$ cat src/hw/card_access_pkg.sv
// Behaviour
// - both variants share fabrication, issuer, code, tally and guarded zones.
// - single-zone variant places app one, 32-bit key one, budget, test zone.
// - two-zone variant adds app two and key two; key one is 48 bits.
// - maker lock fuse blown forbids erase and program of fabrication zone.
// - personalization fuse blown makes the issuer zone read-only.
// - pad level and fuse states choose factory, personalization or issued-card rules.
// - code valid flag rises only after the access code validates.
// - after personalization, application zones need a validated code to program or erase; reading needs the code or the read gate bit.
// - wrong code tally counts bad codes; four make the card locked.
// - app zone one gated by write bit 176, read bit 177, code valid.
// - two-zone variant gates app zone two by bits 736 and 737.
// - issued card: app zone erase only while that zone's own key flag is set.
// - keys programmed during personalization; afterwards compare only.
// - issued card: last zone erasures limited by budget; available flag while nonempty.
// - personalization, code invalid: read, compare, tally/budget/test program, test erase only.
// - personalization, code valid: read erase program everywhere but fabrication.
// - issued: fabrication and issuer read-only; code compare or rewrite.
// - issued: budget read/program; app zones without code denied or read by gate.
// - test pattern zone always allows read, erase and program.
// - guarded zone write and erase only with validated code.
// - data output held high where reading is forbidden.
// - compare accepted only at code or erase key addresses.
package card_access_pkg;
  localparam int        ADDR_W      = 11;
  localparam logic [10:0] FAB_LO     = 11'h000;
  localparam logic [10:0] ISS_LO     = 11'h010;
  localparam logic [10:0] CODE_LO    = 11'h050;
  localparam logic [10:0] CODE_HI    = 11'h05f;
  localparam logic [10:0] TALLY_LO   = 11'h060;
  localparam logic [10:0] GUARD_LO   = 11'h070;
  localparam logic [10:0] APP1_LO    = 11'h0b0;
  localparam logic [10:0] APP1_RD    = 11'h0b1;
  localparam logic [10:0] S_KEY1_LO  = 11'h4b0;
  localparam logic [10:0] S_KEY1_HI  = 11'h4cf;
  localparam logic [10:0] S_BUDG_LO  = 11'h4d0;
  localparam logic [10:0] S_TEST_LO  = 11'h550;
  localparam logic [10:0] S_TEST_HI  = 11'h55f;
  localparam logic [10:0] D_KEY1_LO  = 11'h2b0;
  localparam logic [10:0] D_KEY1_HI  = 11'h2df;
  localparam logic [10:0] D_APP2_LO  = 11'h2e0;
  localparam logic [10:0] D_APP2_RD  = 11'h2e1;
  localparam logic [10:0] D_KEY2_LO  = 11'h4e0;
  localparam logic [10:0] D_KEY2_HI  = 11'h4ff;
  localparam logic [10:0] D_BUDG_LO  = 11'h500;
  localparam logic [10:0] D_TEST_LO  = 11'h580;
  localparam logic [10:0] D_TEST_HI  = 11'h58f;
  localparam logic [2:0] TALLY_MAX   = 3'h4;
  // operation codes
  localparam logic [1:0] OP_READ     = 2'h0;
  localparam logic [1:0] OP_ERASE    = 2'h1;
  localparam logic [1:0] OP_PROG     = 2'h2;
  localparam logic [1:0] OP_CMP      = 2'h3;
  // zone codes
  localparam logic [3:0] Z_FAB       = 4'h0;
  localparam logic [3:0] Z_ISS       = 4'h1;
  localparam logic [3:0] Z_CODE      = 4'h2;
  localparam logic [3:0] Z_TALLY     = 4'h3;
  localparam logic [3:0] Z_GUARD     = 4'h4;
  localparam logic [3:0] Z_APP1      = 4'h5;
  localparam logic [3:0] Z_KEY1      = 4'h6;
  localparam logic [3:0] Z_APP2      = 4'h7;
  localparam logic [3:0] Z_KEY2      = 4'h8;
  localparam logic [3:0] Z_BUDG      = 4'h9;
  localparam logic [3:0] Z_TEST      = 4'ha;
  localparam logic [3:0] Z_NONE      = 4'hf;
  // rule modes
  localparam logic [1:0] M_FACTORY   = 2'h0;
  localparam logic [1:0] M_PERSO     = 2'h1;
  localparam logic [1:0] M_ISSUED    = 2'h2;
  // register map (byte addresses) and fields
  localparam logic [3:0] REG_CTRL    = 4'h0;
  localparam logic [3:0] REG_STAT    = 4'h4;
  localparam int        CTRL_TWO    = 0;
  localparam int        CTRL_MAKER  = 1;
  localparam int        CTRL_PERS   = 2;
  localparam int        ST_VALID    = 0;
  localparam int        ST_KEY1     = 1;
  localparam int        ST_KEY2     = 2;
  localparam int        ST_LOCK     = 3;
  localparam int        ST_TALLY    = 4;
  localparam int        ST_MODE     = 7;
  localparam int        ST_BUDG     = 9;
endpackage

$ cat src/hw/card_access.sv
// Decided for this implementation: the Avalon-MM interface to the registers and the register offsets.
`timescale 1ns/100ps
module card_access
  import card_access_pkg::*;
(
  input  wire logic              clk_in,
  input  wire logic              reset_in,
  input  wire logic [3:0]        avs_address_in,
  input  wire logic              avs_read_in,
  input  wire logic              avs_write_in,
  input  wire logic [31:0]       avs_writedata_in,
  input  wire logic [3:0]        avs_byteenable_in,
  output logic      [31:0]       avs_readdata_out,
  output logic                   avs_waitrequest_out,
  input  wire logic              lock_sense_pad_in,
  input  wire logic              op_valid_in,
  input  wire logic [1:0]        op_kind_in,
  input  wire logic [ADDR_W-1:0] bit_addr_in,
  input  wire logic              stored_bit_in,
  input  wire logic              present_bit_in,
  input  wire logic              budget_nonempty_in,
  output logic                   op_done_out,
  output logic                   op_grant_out,
  output logic                   data_bit_out,
  output logic      [3:0]        zone_out,
  output logic                   code_valid_out,
  output logic                   erase_avail_out,
  output logic                   locked_out
);

  ////////////////////////////////////////////////////////////////////////////
  // state
  logic        two_zone_r;
  logic        maker_lock_fuse_r;
  logic        personalization_fuse_r;
  logic        code_valid_r;
  logic        key_one_ok_r;
  logic        key_two_ok_r;
  logic        mismatch_r;
  logic [2:0]  wrong_code_tally_r;
  logic        w_gate_one_r;
  logic        r_gate_one_r;
  logic        w_gate_two_r;
  logic        r_gate_two_r;
  logic        avs_waitrequest_r;
  logic [31:0] avs_readdata_r;
  logic        op_done_r;
  logic        op_grant_r;
  logic        data_bit_r;
  logic [3:0]  zone_r;
  logic        erase_avail_r;
  logic        locked_r;

  ////////////////////////////////////////////////////////////////////////////
  // address decode
  wire [10:0] a = bit_addr_in;
  wire [10:0] key1_lo = two_zone_r ? D_KEY1_LO : S_KEY1_LO;
  wire [10:0] key1_hi = two_zone_r ? D_KEY1_HI : S_KEY1_HI;
  wire [10:0] budg_lo = two_zone_r ? D_BUDG_LO : S_BUDG_LO;
  wire [10:0] test_lo = two_zone_r ? D_TEST_LO : S_TEST_LO;
  wire [10:0] test_hi = two_zone_r ? D_TEST_HI : S_TEST_HI;
  wire in_fab   = a < ISS_LO;
  wire in_iss   = a >= ISS_LO && a < CODE_LO;
  wire in_code  = a >= CODE_LO && a < TALLY_LO;
  wire in_tally = a >= TALLY_LO && a < GUARD_LO;
  wire in_guard = a >= GUARD_LO && a < APP1_LO;
  wire in_app1  = a >= APP1_LO && a < key1_lo;
  wire in_key1  = a >= key1_lo && a <= key1_hi;
  wire in_app2  = two_zone_r && a >= D_APP2_LO && a < D_KEY2_LO;
  wire in_key2  = two_zone_r && a >= D_KEY2_LO && a <= D_KEY2_HI;
  wire in_budg  = a >= budg_lo && a < test_lo;
  wire in_test  = a >= test_lo && a <= test_hi;

  logic [3:0] zone;
  always_comb begin
    zone = Z_NONE;
    if (in_fab) zone = Z_FAB;
    else if (in_iss) zone = Z_ISS;
    else if (in_code) zone = Z_CODE;
    else if (in_tally) zone = Z_TALLY;
    else if (in_guard) zone = Z_GUARD;
    else if (in_app1) zone = Z_APP1;
    else if (in_key1) zone = Z_KEY1;
    else if (in_app2) zone = Z_APP2;
    else if (in_key2) zone = Z_KEY2;
    else if (in_budg) zone = Z_BUDG;
    else if (in_test) zone = Z_TEST;
  end

  ////////////////////////////////////////////////////////////////////////////
  // rule mode
  logic [1:0] mode;
  assign mode = (!lock_sense_pad_in ||
                 (maker_lock_fuse_r && personalization_fuse_r)) ? M_ISSUED :
                maker_lock_fuse_r ? M_PERSO : M_FACTORY;
  wire issued = mode == M_ISSUED;
  wire cv     = code_valid_r;
  wire locked = locked_r;

  // app zone gate selection
  wire is_app   = zone == Z_APP1 || zone == Z_APP2;
  wire w_gate   = (zone == Z_APP2) ? w_gate_two_r : w_gate_one_r;
  wire r_gate   = (zone == Z_APP2) ? r_gate_two_r : r_gate_one_r;
  wire key_ok   = (zone == Z_APP2) ? key_two_ok_r : key_one_ok_r;
  wire last_app = (zone == Z_APP2) || !two_zone_r;

  ////////////////////////////////////////////////////////////////////////////
  // permission table: rd, er, pg, cmp
  logic p_rd;
  logic p_er;
  logic p_pg;
  logic p_cmp;
  always_comb begin
    p_rd  = 1'b0;
    p_er  = 1'b0;
    p_pg  = 1'b0;
    p_cmp = 1'b0;
    case (zone)
      Z_FAB: begin
        p_rd = 1'b1;
        // fuse or issue freezes fab zone
        p_er = !maker_lock_fuse_r && !issued;
        p_pg = !maker_lock_fuse_r && !issued;
      end
      Z_ISS: begin
        p_rd = 1'b1;
        p_er = !issued && cv && !personalization_fuse_r;
        p_pg = !issued && cv && !personalization_fuse_r;
      end
      Z_CODE: begin
        p_rd  = cv && !issued;
        p_er  = cv;
        p_pg  = cv;
        p_cmp = !cv;
      end
      Z_TALLY, Z_GUARD: begin
        p_rd = 1'b1;
        p_er = cv;
        p_pg = cv || zone == Z_TALLY;
      end
      Z_APP1, Z_APP2: begin
        p_rd = cv || r_gate;
        p_pg = cv && (!issued || w_gate);
        p_er = cv && (!issued || (key_ok &&
               (!last_app || budget_nonempty_in)));
      end
      Z_KEY1, Z_KEY2: begin
        p_rd  = !issued && cv;
        p_er  = !issued && cv;
        p_pg  = !issued && cv;
        p_cmp = issued;
      end
      Z_BUDG: begin
        p_rd = 1'b1;
        p_pg = 1'b1;
        p_er = !issued && cv;
      end
      Z_TEST: begin
        p_rd = 1'b1;
        p_er = 1'b1;
        p_pg = 1'b1;
      end
      default: begin
        p_rd = 1'b0;
      end
    endcase
  end

  wire allow_raw = (op_kind_in == OP_READ)  ? p_rd :
                   (op_kind_in == OP_ERASE) ? p_er :
                   (op_kind_in == OP_PROG)  ? p_pg : p_cmp;
  // locked card refuses everything but the test zone
  wire allow = allow_raw && (!locked || zone == Z_TEST);

  ////////////////////////////////////////////////////////////////////////////
  // compare sequencing
  // compare only at code and key addresses
  wire cmp_op   = op_valid_in && op_kind_in == OP_CMP && allow;
  wire cmp_code = cmp_op && zone == Z_CODE;
  wire cmp_key1 = cmp_op && zone == Z_KEY1;
  wire cmp_key2 = cmp_op && zone == Z_KEY2;
  wire first_bit = (cmp_code && a == CODE_LO) ||
                   (cmp_key1 && a == key1_lo) ||
                   (cmp_key2 && a == D_KEY2_LO);
  wire last_bit  = (cmp_code && a == CODE_HI) ||
                   (cmp_key1 && a == key1_hi) ||
                   (cmp_key2 && a == D_KEY2_HI);
  // any differing bit spoils the presentation
  wire mismatch_nxt = (first_bit ? 1'b0 : mismatch_r) |
                      (present_bit_in ^ stored_bit_in);
  wire good_end = last_bit && !mismatch_nxt;
  wire bad_code = last_bit && mismatch_nxt && cmp_code;

  always_ff @(posedge clk_in) begin
    if (reset_in) begin
      mismatch_r         <= 1'b1;
      code_valid_r       <= 1'b0;
      key_one_ok_r       <= 1'b0;
      key_two_ok_r       <= 1'b0;
    end else if (cmp_op) begin
      mismatch_r <= mismatch_nxt;
      // flag set only on good code
      if (cmp_code && first_bit) code_valid_r <= 1'b0;
      else if (cmp_code && good_end) code_valid_r <= 1'b1;
      if (cmp_key1 && first_bit) key_one_ok_r <= 1'b0;
      else if (cmp_key1 && good_end) key_one_ok_r <= 1'b1;
      if (cmp_key2 && first_bit) key_two_ok_r <= 1'b0;
      else if (cmp_key2 && good_end) key_two_ok_r <= 1'b1;
    end
  end

  // tally counts bad codes, good code clears
  always_ff @(posedge clk_in) begin
    if (reset_in) begin
      wrong_code_tally_r <= 3'h0;
      locked_r           <= 1'b0;
    end else if (bad_code && !locked) begin
      wrong_code_tally_r <= wrong_code_tally_r + 3'h1;
      locked_r           <= wrong_code_tally_r == TALLY_MAX - 3'h1;
    end else if (cmp_code && good_end) begin
      wrong_code_tally_r <= 3'h0;
      locked_r           <= 1'b0;
    end
  end

  ////////////////////////////////////////////////////////////////////////////
  // gate bit snooping
  wire gate_bit = (op_kind_in == OP_ERASE && allow) ? 1'b1 :
                  (op_kind_in == OP_PROG && allow)  ? 1'b0 : stored_bit_in;
  always_ff @(posedge clk_in) begin
    if (reset_in) begin
      w_gate_one_r <= 1'b0;
      r_gate_one_r <= 1'b0;
      w_gate_two_r <= 1'b0;
      r_gate_two_r <= 1'b0;
    end else if (op_valid_in && op_kind_in != OP_CMP) begin
      if (a == APP1_LO) w_gate_one_r <= gate_bit;
      if (a == APP1_RD) r_gate_one_r <= gate_bit;
      if (two_zone_r && a == D_APP2_LO) w_gate_two_r <= gate_bit;
      if (two_zone_r && a == D_APP2_RD) r_gate_two_r <= gate_bit;
    end
  end

  ////////////////////////////////////////////////////////////////////////////
  // operation answer
  always_ff @(posedge clk_in) begin
    if (reset_in) begin
      op_done_r     <= 1'b0;
      op_grant_r    <= 1'b0;
      data_bit_r    <= 1'b1;
      zone_r        <= Z_NONE;
      erase_avail_r <= 1'b0;
    end else begin
      op_done_r     <= op_valid_in;
      erase_avail_r <= budget_nonempty_in;
      if (op_valid_in) begin
        op_grant_r <= allow;
        zone_r     <= zone;
        data_bit_r <= (p_rd && (!locked || zone == Z_TEST)) ?
                      stored_bit_in : 1'b1;
      end
    end
  end

  ////////////////////////////////////////////////////////////////////////////
  // avalon slave
  wire req      = avs_read_in || avs_write_in;
  wire wr_take  = avs_write_in && !avs_waitrequest_r;
  wire sel_ctrl = avs_address_in == REG_CTRL;
  wire sel_stat = avs_address_in == REG_STAT;
  wire [31:0] ctrl_word = {29'h0, personalization_fuse_r,
                           maker_lock_fuse_r, two_zone_r};
  wire [31:0] stat_word = {22'h0, erase_avail_r, mode, wrong_code_tally_r,
                           locked, key_two_ok_r, key_one_ok_r, code_valid_r};
  wire [31:0] rd_word   = sel_ctrl ? ctrl_word :
                          sel_stat ? stat_word : 32'h0;

  always_ff @(posedge clk_in) begin
    if (reset_in) begin
      avs_waitrequest_r <= 1'b1;
      avs_readdata_r    <= 32'h0;
    end else begin
      avs_waitrequest_r <= !(req && avs_waitrequest_r);
      if (avs_read_in && avs_waitrequest_r) avs_readdata_r <= rd_word;
    end
  end

  // fuses only ever blow
  always_ff @(posedge clk_in) begin
    if (reset_in) begin
      two_zone_r             <= 1'b0;
      maker_lock_fuse_r      <= 1'b0;
      personalization_fuse_r <= 1'b0;
    end else if (wr_take && sel_ctrl && avs_byteenable_in[0]) begin
      two_zone_r <= avs_writedata_in[CTRL_TWO];
      if (avs_writedata_in[CTRL_MAKER]) maker_lock_fuse_r <= 1'b1;
      if (avs_writedata_in[CTRL_PERS]) personalization_fuse_r <= 1'b1;
    end
  end

  assign avs_readdata_out    = avs_readdata_r;
  assign avs_waitrequest_out = avs_waitrequest_r;
  assign op_done_out         = op_done_r;
  assign op_grant_out        = op_grant_r;
  assign data_bit_out        = data_bit_r;
  assign zone_out            = zone_r;
  assign code_valid_out      = code_valid_r;
  assign erase_avail_out     = erase_avail_r;
  assign locked_out          = locked_r;

  ////////////////////////////////////////////////////////////////////////////
  // checks
  property p_fab_frozen;
    @(posedge clk_in) disable iff (reset_in)
      op_valid_in && zone == Z_FAB && op_kind_in != OP_READ &&
      maker_lock_fuse_r |=> !op_grant_r;
  endproperty
  a_fab_frozen: assert property (p_fab_frozen) else $error("fab write ok");

  property p_iss_ro;
    @(posedge clk_in) disable iff (reset_in)
      op_valid_in && zone == Z_ISS && personalization_fuse_r &&
      op_kind_in != OP_READ |=> !op_grant_r;
  endproperty
  a_iss_ro: assert property (p_iss_ro) else $error("issuer written");

  property p_valid_cause;
    @(posedge clk_in) disable iff (reset_in)
      $rose(code_valid_r) |-> $past(cmp_code) && $past(a) == CODE_HI;
  endproperty
  a_valid_cause: assert property (p_valid_cause) else $error("bad rise");

  property p_lock_holds;
    @(posedge clk_in) disable iff (reset_in)
      locked_out |=> locked_out && !$rose(code_valid_r);
  endproperty
  a_lock_holds: assert property (p_lock_holds) else $error("lock lost");

  property p_app_erase;
    @(posedge clk_in) disable iff (reset_in)
      op_valid_in && zone == Z_APP1 && op_kind_in == OP_ERASE && issued &&
      !key_one_ok_r |=> !op_grant_r;
  endproperty
  a_app_erase: assert property (p_app_erase) else $error("erase no key");

  property p_test_open;
    @(posedge clk_in) disable iff (reset_in)
      op_valid_in && zone == Z_TEST && op_kind_in != OP_CMP |=> op_grant_r;
  endproperty
  a_test_open: assert property (p_test_open) else $error("test zone shut");

  property p_read_high;
    @(posedge clk_in) disable iff (reset_in)
      op_valid_in && !p_rd |=> data_bit_r;
  endproperty
  a_read_high: assert property (p_read_high) else $error("data leaked");

  property p_cmp_place;
    @(posedge clk_in) disable iff (reset_in)
      op_valid_in && op_kind_in == OP_CMP && zone != Z_CODE &&
      zone != Z_KEY1 && zone != Z_KEY2 |=> !op_grant_r;
  endproperty
  a_cmp_place: assert property (p_cmp_place) else $error("stray compare");

  property p_budget_keep;
    @(posedge clk_in) disable iff (reset_in)
      op_valid_in && zone == Z_BUDG && issued && op_kind_in == OP_ERASE
      |=> !op_grant_r;
  endproperty
  a_budget_keep: assert property (p_budget_keep) else $error("budget erased");

  property p_mismatch;
    @(posedge clk_in) disable iff (reset_in)
      last_bit && cmp_code && (present_bit_in ^ stored_bit_in)
      |=> !code_valid_r;
  endproperty
  a_mismatch: assert property (p_mismatch) else $error("bad code valid");

  property p_bus_answer;
    @(posedge clk_in) disable iff (reset_in)
      req && avs_waitrequest_r |=> !avs_waitrequest_r;
  endproperty
  a_bus_answer: assert property (p_bus_answer) else $error("no answer");

endmodule

$ cat config.mk
export PLATFORM = sky130hd
export DESIGN_NAME = card_access
export DESIGN_NICKNAME = d
export VERILOG_FILES = /design/src/hw/card_access_pkg.sv /design/src/hw/card_access.sv
export SDC_FILE = /design/constraint.sdc
export NUM_CORES = 1
export LEC_CHECK = 0
export BUFFER_PORTS_ARGS = -buffer_cell sky130_fd_sc_hd__buf_2
export CORE_MARGIN = 5
export CORE_UTILIZATION = 48
export CTS_BUF_LIST = sky130_fd_sc_hd__clkbuf_4
export CTS_CLUSTER_SIZE = 25
export DETAILED_ROUTE_END_ITERATION = 12
export PLACE_DENSITY_LB_ADDON = 0.12
export SLEW_MARGIN = 20
export SYNTH_ARGS = -nofsm -noshare
export SYNTH_HDL_FRONTEND = slang
export SYNTH_SLANG_ARGS = --single-unit
$ cat constraint.sdc
create_clock -name clk_in -period 9.2 [get_ports clk_in]
set_clock_uncertainty 0.1 [all_clocks]
set_input_delay 0.46 -clock clk_in [delete_from_list [all_inputs] [get_ports clk_in]]
set_output_delay 0.46 -clock clk_in [all_outputs]
set_load 0.03 [all_outputs]
# After elaboration in Yosys (flattened, before gate mapping)
# Index checks and enable logic that the tools add are counted.
dict set report totals {
  inputBits 62
  reg_bits 56
  elab_cells 215
  output_inout_bits 43
}
dict set report classes {
  add_sub_neg 1
  bitwise 2
  muxes 44
  order_cmp 21
  eq_ne 27
  n_reduce_logical 100
}
# op count
set op_table {}
lappend op_table {{$logic_and A1 B1 Y1} 52}
lappend op_table {{$ge A11 B11 Y1} 3}
lappend op_table {{$ge A11 B7 Y1 const B} 3}
lappend op_table {{$lt A11 B7 Y1 const B} 3}
lappend op_table {{$mux W4} 8}
lappend op_table {{$eq A11 B10 Y1 const B} 2}
lappend op_table {{$eq A11 B11 Y1} 2}
lappend op_table {{$eq A11 B11 Y1 const B} 2}
lappend op_table {{$eq A11 B7 Y1 const B} 2}
lappend op_table {{$eq A11 B8 Y1 const B} 2}
lappend op_table {{$le A11 B11 Y1} 2}
lappend op_table {{$lt A11 B11 Y1} 2}
lappend op_table {{$mux W11} 2}
lappend op_table {{$eq A4 B3 Y1 const B} 5}
lappend op_table {{$mux W10} 2}
lappend op_table {{$mux W1} 19}
lappend op_table {{$reduce_and A2 Y1} 9}
lappend op_table {{$mux W8} 2}
lappend op_table {{$mux W3} 5}
lappend op_table {{$logic_or A1 B1 Y1} 13}
lappend op_table {{$eq A4 B4 Y1 const B} 3}
lappend op_table {{$ge A11 B10 Y1 const B} 1}
lappend op_table {{$ge A11 B11 Y1 const B} 1}
lappend op_table {{$ge A11 B5 Y1 const B} 1}
lappend op_table {{27 further kinds} 49}

# Longest topological paths before layout
# Gate-level depths: netlist of run 1.
dict set report logic_depth {
  word_depth 37
  ltp_mapped 14
  mapped_depth_nobuf 12
}

# Worst setup path before layout of run 1
# OpenSTA, ideal clock, no wires.
dict set report synth_path {
  kind {register to register}
  from {register two_zone_r}
  to {register key_two_ok_r}
  period_less_slack_ns 3.208
  stages_incl_launch_ff 12
  arrival_time_ns 2.989
  path_slack_ns 5.992
  path_buffers 0
  required_ns 8.981
  setup_ns 0.119
  cell_sequence {dfxtp_1 -> inv_1 -> ha_1 -> a21o_1 -> a21oi_1 -> o2bb2a_4 -> nand2_1 -> a311oi_4 -> a21oi_2 -> o22a_4 -> or2_2 -> o221a_2}
}
dict set report synth_between {
  elab_chain_cells 37
  elab_cells_between_ends 98
  classes_between {order compare: 7; eq/ne: 12; mux: 28; bitwise: 1; reduce/logical: 50}
}
# element line_no
set synth_rtl {}
lappend synth_rtl {{start, declared} card_access.sv:33} ;# logic two_zone_r;
lappend synth_rtl {{start signal, assigned} card_access.sv:295} ;# two_zone_r <= avs_writedata_in[CTRL_TWO];
lappend synth_rtl {{$mux W8, on equally long branches} {card_access.sv:60, card_access.sv:61}}
lappend synth_rtl {{$ge A11 B11 Y1 or $le A11 B11 Y1 (tied branches)} card_access.sv:72} ;# wire in_test = a >= test_lo && a <= test_hi;
lappend synth_rtl {{$logic_and A1 B1 Y1} card_access.sv:72}
lappend synth_rtl {{$mux W3} card_access.sv:87} ;# else if (in_test) zone = Z_TEST;
lappend synth_rtl {{$mux W3} card_access.sv:86} ;# else if (in_budg) zone = Z_BUDG;
lappend synth_rtl {{$mux W3} card_access.sv:85} ;# else if (in_key2) zone = Z_KEY2;
lappend synth_rtl {{$mux W4} card_access.sv:84} ;# else if (in_app2) zone = Z_APP2;
lappend synth_rtl {{$mux W4} card_access.sv:83} ;# else if (in_key1) zone = Z_KEY1;
lappend synth_rtl {{[21 not listed]} -}
lappend synth_rtl {{$logic_or A1 B1 Y1} card_access.sv:183} ;# (cmp_key1 && a == key1_lo) ||
lappend synth_rtl {{$mux W1} card_access.sv:189} ;# wire mismatch_nxt = (first_bit ? 1'b0 : mismatch_r) |
lappend synth_rtl {{$or A1 B1 Y1} card_access.sv:189}
lappend synth_rtl {{$logic_not A1 Y1} card_access.sv:191} ;# wire good_end = last_bit && !mismatch_nxt;
lappend synth_rtl {{$logic_and A1 B1 Y1} card_access.sv:191}
lappend synth_rtl {{$logic_and A1 B1 Y1} card_access.sv:208} ;# else if (cmp_key2 && good_end) key_two_ok_r <= 1'b1;
lappend synth_rtl {{$reduce_bool A2 Y1 (no line)} -}
lappend synth_rtl {{$reduce_and A2 Y1 (no line)} -}
lappend synth_rtl {{end signal, assigned} card_access.sv:199} ;# key_two_ok_r <= 1'b0;
lappend synth_rtl {{end signal, assigned} card_access.sv:207} ;# if (cmp_key2 && first_bit) key_two_ok_r <= 1'b0;
lappend synth_rtl {{end signal, assigned} card_access.sv:208}
lappend synth_rtl {{end, declared} card_access.sv:38} ;# logic key_two_ok_r;
# Several ways; a longest one is shown, not always the timed one.
# A chain may end at the register's enable or synchronous reset.

# Worst setup path in the final report of run 1
dict set report layout_path {
  from {register two_zone_r}
  to {register w_gate_two_r}
}
dict set report layout_between {
  elab_chain_cells 28
  elab_cells_between_ends 79
  classes_between {order compare: 7; eq/ne: 10; mux: 28; reduce/logical: 34}
}
# element line_no
set layout_rtl {}
lappend layout_rtl {{$mux W8, on equally long branches} {card_access.sv:60, card_access.sv:61}}
lappend layout_rtl {{$ge A11 B11 Y1 or $le A11 B11 Y1 (tied branches)} card_access.sv:72}
lappend layout_rtl {{$logic_and A1 B1 Y1} card_access.sv:72}
lappend layout_rtl {{$mux W3} card_access.sv:87}
lappend layout_rtl {{$mux W3} card_access.sv:86}
lappend layout_rtl {{$mux W3} card_access.sv:85}
lappend layout_rtl {{$mux W4} card_access.sv:84}
lappend layout_rtl {{$mux W4} card_access.sv:83}
lappend layout_rtl {{[12 not listed]} -}
lappend layout_rtl {{$logic_and A1 B1 Y1} card_access.sv:144} ;# p_er = cv && (!issued || (key_ok &&
lappend layout_rtl {{$pmux W1 S6} card_access.sv:118} ;# case (zone)
lappend layout_rtl {{$mux W1} card_access.sv:170} ;# (op_kind_in == OP_ERASE) ? p_er :
lappend layout_rtl {{$mux W1} card_access.sv:169} ;# wire allow_raw = (op_kind_in == OP_READ) ? p_rd :
lappend layout_rtl {{$logic_and A1 B1 Y1} card_access.sv:173} ;# wire allow = allow_raw && (!locked || zone == Z_TEST);
lappend layout_rtl {{$logic_and A1 B1 Y1} card_access.sv:229} ;# (op_kind_in == OP_PROG && allow) ? 1'b0 : stored_bit_in;
lappend layout_rtl {{$mux W1} card_access.sv:229}
lappend layout_rtl {{$mux W1} card_access.sv:228} ;# wire gate_bit = (op_kind_in == OP_ERASE && allow) ? 1'b1 :
lappend layout_rtl {{end signal, assigned} card_access.sv:239} ;# if (two_zone_r && a == D_APP2_LO) w_gate_two_r <= gate_bit;
lappend layout_rtl {{end, declared} card_access.sv:43} ;# logic w_gate_two_r;
# Several ways; a longest one is shown, not always the timed one.

==> results of run 1 <==
## final timing paths
| path | start | endpoint | slack (ps) | depth (start not counted) |
|---|---|---|---|---|
| setup reg to reg | two_zone_r | w_gate_two_r | 5200 | 12 |
| setup / recovery | two_zone_r | w_gate_two_r | 5200 | 12 |
| hold reg to reg | avs_readdata_out[7] | avs_readdata_out[7] | 360 | 2 |
| hold / removal | avs_write_in | avs_waitrequest_out | 240 | 2 |
## cell type report
class | instances | area, sq um
tap | 72 | 90.1
multi-input combinational | 280 | 1830
sequential | 34 | 681
timing repair buffer | 50 | 250
fill | 564 | 2560
clock inverter | 3 | 16.3
clock buffer | 5 | 37.5
inverter | 11 | 41.3
## logic make-up (layout without fill, tap and decap cells)
family	after synthesis	count (layout)
flip-flops	34	34
AO/OA/AOI/OAI	96	96
adder cells (fa/ha/maj)	11	11
other	1	22
AND/OR/NAND/NOR	140	140
XOR/XNOR	2	2
multiplexers	9	9
buffers and inverters	49	69
## per-layer routing
layer,vias to the layer above,GRT usage
met5,-,0
met4,0,0.0504
met3,8,0.0369
met2,119,0.298
met1,1244,0.270
li1,1297,-
## cell usage after synthesis (all sizes together) (9+ instances only)
cell type / instances / area share
nor3: 14 / 0.026
inv: 11 / 0.015
mux2i: 9 / 0.033
nor2: 44 / 0.060
nand2: 24 / 0.033
a211oi: 11 / 0.036
ha: 11 / 0.050
dfxtp: 34 / 0.25
a21oi: 17 / 0.034
nand3: 10 / 0.018
buf: 33 / 0.087
o21ai: 20 / 0.037
## worst register-to-register path, delay by kind of cell, from the launching register on
kind                     cells  cell delay (ps)
adder cells (fa/ha/maj)      1              400
AND/OR/NAND/NOR              1              230
flip-flops                   1              670
buffers and inverters        1              230
AO/OA/AOI/OAI                9             2230
## power groups by stage
stage	Sequential, mW	Combinational (mW)	Clock [mW]
global placement	0.154	0.0778	0
detailed placement	0.154	0.0785	0
finish	0.151	0.0796	0.0818
CTS	0.151	0.0789	0.0843
global route	0.151	0.0862	0.0914
floorplan	0.158	0.0630	0
==> results_dict.tcl, run 1 <==
set metrics [dict create \
    cts.sinks 34 \
    final_cell_mix "50 x buf_2, 44 x nor2_1, 34 x dfxtp_1" \
    layout.nets 455 \
    holdWs_ps 237 \
    netlist_area_sq_mm 0.00273 \
    cap_violations 0 \
    fmax_mhz 250 \
    die_h_microns 85.4 \
    min_period_ps 4000 \
    maxUsedRoutingLayer "met4" \
    drive_gt1_frac 0.211 \
    grtUsageTotal 0.191 \
    relSlewSlack 0.557 \
    setup_viol 0 \
    clock_latency_ps 340 \
    cp_top_family "compound AO/OA/AOI/OAI gates" \
    overflow 0 \
    finalInstanceArea_sq_mm 0.00295 \
    p_sw_mw 0.110 \
    worstMarginPinSlew_ps 659 \
    port-buffer-count 50 \
    synth_compound_area_frac 0.278 \
    synthAdderAreaFrac 0.0504 \
    cp-start-kind "register" \
    wl_met1_microns 3200 \
    syn_inst 342 \
    cp_slowest_cell "dfxtp_1" \
    placed_area_sq_mm 0.00289 \
    insertedDiodeCount 0 \
    cpPeakStageDelay_ps 670 \
    wl_met3_microns 700 \
    num_rows 27 \
    die-area_sq_mm 0.00730 \
    synthArstFlopShare 0 \
    worstSetupPathType "reg2reg" \
    globalplace.congestion 0.990 \
    wl_per_cell_microns 15.4 \
    power_frac_seq 0.483 \
    grt_pass1_vias 2423 \
    hp-class "in2reg" \
    io_pins 105 \
    power_density_mw_per_mm2 106 \
    run_status "complete, no violations" \
    htreeDepth 2 \
    grt_start_max_net_pins 29 \
    clock_path_buffers 2 \
    synth-seq-cells 34 \
    synth_top_flop_cell "dfxtp_1" \
    area_delta_synth_final_pct 7.88 \
    p_clk_frac 0.262 \
    crit_buf_inv 1 \
    slew_violations 0 \
    finalPower_mw 0.312 \
    cts_resized 0 \
    totalWireLength_microns 7030 \
    cts_setup_buffers 0 \
    finalHoldViolCount 0 \
    crit_path_max_fanout 12 \
    peakVddDrop_v 0.0000529 \
    yosysWarnings 0 \
    dieWidth_microns 85.4 \
    drtIter0Drc 217 \
    holdBufCountCts 0 \
    synth-xor-area-share 0.00641 \
    placed_cells 447 \
    core_sq_mm 0.00551 \
    dr_wl_met2_microns 3050 \
    layout_commonest_cell "buf_2" \
    endpoint_kind "register" \
    synth_top_family_by_area "compound AO/OA/AOI/OAI gates" \
    cts-buffers-inserted 5 \
    fin_crit_sh 0.435 \
    swShare 0.352 \
    grt_first_pass_wirelength_microns 11500 \
    dp_hpwl_microns 5480 \
    fin_setup_tns_ps 0 \
    cts_tree "built" \
    root_buffer "clkbuf_4" \
    crit_arrival_ps 4110 \
    internal_power_mw 0.202 \
    p_leak_nw 1.17 \
    ant_nets 0 \
    rsz0062_at_grt "false" \
    path_cells "inv_1 > ha_1 > a21o_1 > a211oi_1 > o221ai_1 > nand4_2 > a311oi_4 > a21oi_2 > a211oi_1 > o311ai_1 > a32oi_2 > a211oi_1" \
    yosysSeqAreaShare 0.249 \
    fin_ws_ps 5200 \
    antenna_found_initial 0 \
    drc 0 \
    syn_area_per_cell_sq_um 7.99 \
    synth_edf_count 0 \
    dr.pass1.iters 5 \
    post-route-util 0.535 \
    pre_cts_ws_ps 5210 \
    largest_reg_flops 10 \
    synth_cell_types 67 \
    initial_core_util 0.496 \
    cp.required_ps 9310 \
    cpMostUsedCell "a211oi_1" \
    p_comb_frac 0.255 \
    synth.area.mux_share 0.0330 \
    vias 2668 \
    synthSimpleGateAreaFrac 0.273 \
    path_clk_slew_ps 100 \
    final_cells 455 \
    via_per_inst 5.86 \
]
Note: power is estimated with default switching activity, not from simulation.
==> run 2, diff against run 1 <==
--- a/config.mk
+++ b/config.mk
@@ -7,7 +7,7 @@
 export LEC_CHECK = 0
 export BUFFER_PORTS_ARGS = -buffer_cell sky130_fd_sc_hd__buf_2
 export CORE_MARGIN = 5
-export CORE_UTILIZATION = 48
+export CORE_UTILIZATION = 46
 export CTS_BUF_LIST = sky130_fd_sc_hd__clkbuf_4
 export CTS_CLUSTER_SIZE = 25
 export DETAILED_ROUTE_END_ITERATION = 12
==> constraint.sdc (replaced) <==
create_clock -name clk_in -period 3.6 [get_ports clk_in]
set_clock_uncertainty 0.1 [all_clocks]
set_input_delay 0.18 -clock clk_in [delete_from_list [all_inputs] [get_ports clk_in]]
set_output_delay 0.18 -clock clk_in [all_outputs]
set_load 0.03 [all_outputs]
==> run 2 against run 1 <==
Effect of this change:
- sequential power grew to 2.5 times the previous value
- cell count grew 4.4%
- routed wire length grew 6.2%
- clock power grew to 2.6 times the previous value
- fmax grew 17%
- global-route usage grew 0.84 points
- die area grew 3.8%
- power grew to 2.6 times the previous value
- critical endpoint is now wrong_code_tally_r[0]
==> results_dict.tcl, run 2 (synthesis gave the netlist of run 1 again) <==
set metrics [dict create \
    cts_tree "built" \
    vias 2668 \
    drtIter0Drc 159 \
    antenna_found_initial 0 \
    die-area_sq_mm 0.00758 \
    endpoint_kind "register" \
    relSlewSlack 0.521 \
    clock_latency_ps 350 \
    wl_per_cell_microns 15.7 \
    htreeDepth 2 \
    setup_viol 0 \
    via_per_inst 5.62 \
    drc 0 \
    cap_violations 0 \
    grt_start_max_net_pins 29 \
    worstSetupPathType "reg2reg" \
    holdWs_ps 9.75 \
    initial_core_util 0.467 \
    placed_area_sq_mm 0.00297 \
    cts.sinks 34 \
    layout.nets 472 \
    run_status "complete, no violations" \
    cp.required_ps 3730 \
    power_density_mw_per_mm2 260 \
    finalInstanceArea_sq_mm 0.00317 \
    insertedDiodeCount 0 \
    layout_commonest_cell "buf_2" \
    p_leak_nw 1.29 \
    crit_arrival_ps 3550 \
    peakVddDrop_v 0.000144 \
    min_period_ps 3430 \
    grt_first_pass_wirelength_microns 12200 \
    area_delta_synth_final_pct 16.2 \
    dr.pass1.iters 4 \
    fin_setup_tns_ps 0 \
    dieWidth_microns 87.1 \
    drive_gt1_frac 0.268 \
    hp-class "in2reg" \
    crit_path_max_fanout 9 \
    core_sq_mm 0.00585 \
    die_h_microns 87.1 \
    num_rows 28 \
    port-buffer-count 50 \
    cts-buffers-inserted 5 \
    ant_nets 0 \
    finalHoldViolCount 0 \
    slew_violations 0 \
    cp-start-kind "register" \
    path_clk_slew_ps 110 \
    finalPower_mw 0.824 \
    largest_reg_flops 10 \
    globalplace.congestion 0.901 \
    fin_crit_sh 0.952 \
    worstMarginPinSlew_ps 711 \
    root_buffer "clkbuf_4" \
    fill_cells 589 \
    rsz0062_at_grt "false" \
    clock_path_buffers 2 \
    grt_pass1_vias 2552 \
    grtUsageTotal 0.200 \
    totalWireLength_microns 7460 \
    final_cell_mix "50 x buf_2, 44 x nor2_1, 33 x dfxtp_1" \
    fmax_mhz 292 \
    overflow 0 \
    dp_hpwl_microns 5770 \
    io_pins 105 \
]
## run 2: worst paths after layout
check / from / endpoint / slack [ps] / depth (start not counted)
worst max register to register: two_zone_r / wrong_code_tally_r[0] / 170 / 13
worst min-delay path: budget_nonempty_in / erase_avail_out / 10 / 2
worst min register to register: avs_readdata_out[7] / avs_readdata_out[7] / 360 / 2
worst max-delay path: two_zone_r / wrong_code_tally_r[0] / 170 / 13
## run 2: final cells by class
cell class | count | area [sq um] | share of cell area
clock inverters | 2 | 8.76 | 0.00276
multi-input cells | 280 | 1920 | 0.603
flip-flops and latches | 34 | 682 | 0.215
well taps | 75 | 93.8 | 0.0296
inverters | 11 | 41.3 | 0.0130
repair buffers | 67 | 388 | 0.122
clock buffers | 6 | 45.0 | 0.0142
## run 2: power by group
group          internal [mW]  switching [mW]
Sequential             0.382         0.00290
Combinational         0.0763           0.151
Clock                 0.0808           0.132
## run 2: per-layer routing
| layer | vias to the layer above | wire [microns] | track usage |
|---|---|---|---|
| li1 | 1337 | - | - |
| met3 | 10 | 520 | 0.0284 |
| met2 | 84 | 3440 | 0.324 |
| met1 | 1237 | 3410 | 0.274 |
| met5 | - | 0 | 0 |
| met4 | 0 | 95 | 0.0581 |
## run 2: worst max-delay path: stages, from the launching register on
cell and delay (ps):
dfxtp_2 360, buf_4 180, ha_1 400, and3b_1 240, a221oi_4 90, o21ai_2 230
nand2_1 150, a311oi_4 480, a21oi_4 130, o22a_4 280, nor4_4 270, buf_4 180
mux2i_1 180, nor2_1 50
## run 2: timing repair
| item | CTS | global route |
|---|---|---|
| setup buffers | 0 | 3 |
| endpoints found under the hold margin | 3 | 0 |
| gates resized for setup | 0 | 18 |
| endpoints found under the setup margin | 0 | 13 |
| hold buffers | 4 | 0 |
## run 2: per-stage QoR
step	cells	setup WS (ps)	util
3_3_place_gp	460	103	0.508
4_1_cts	472	18.9	0.524
2_1_floorplan	363	392	-
3_5_place_dp	460	87.7	0.508
5_1_grt	475	16.9	0.543
6_report	475	173	0.543
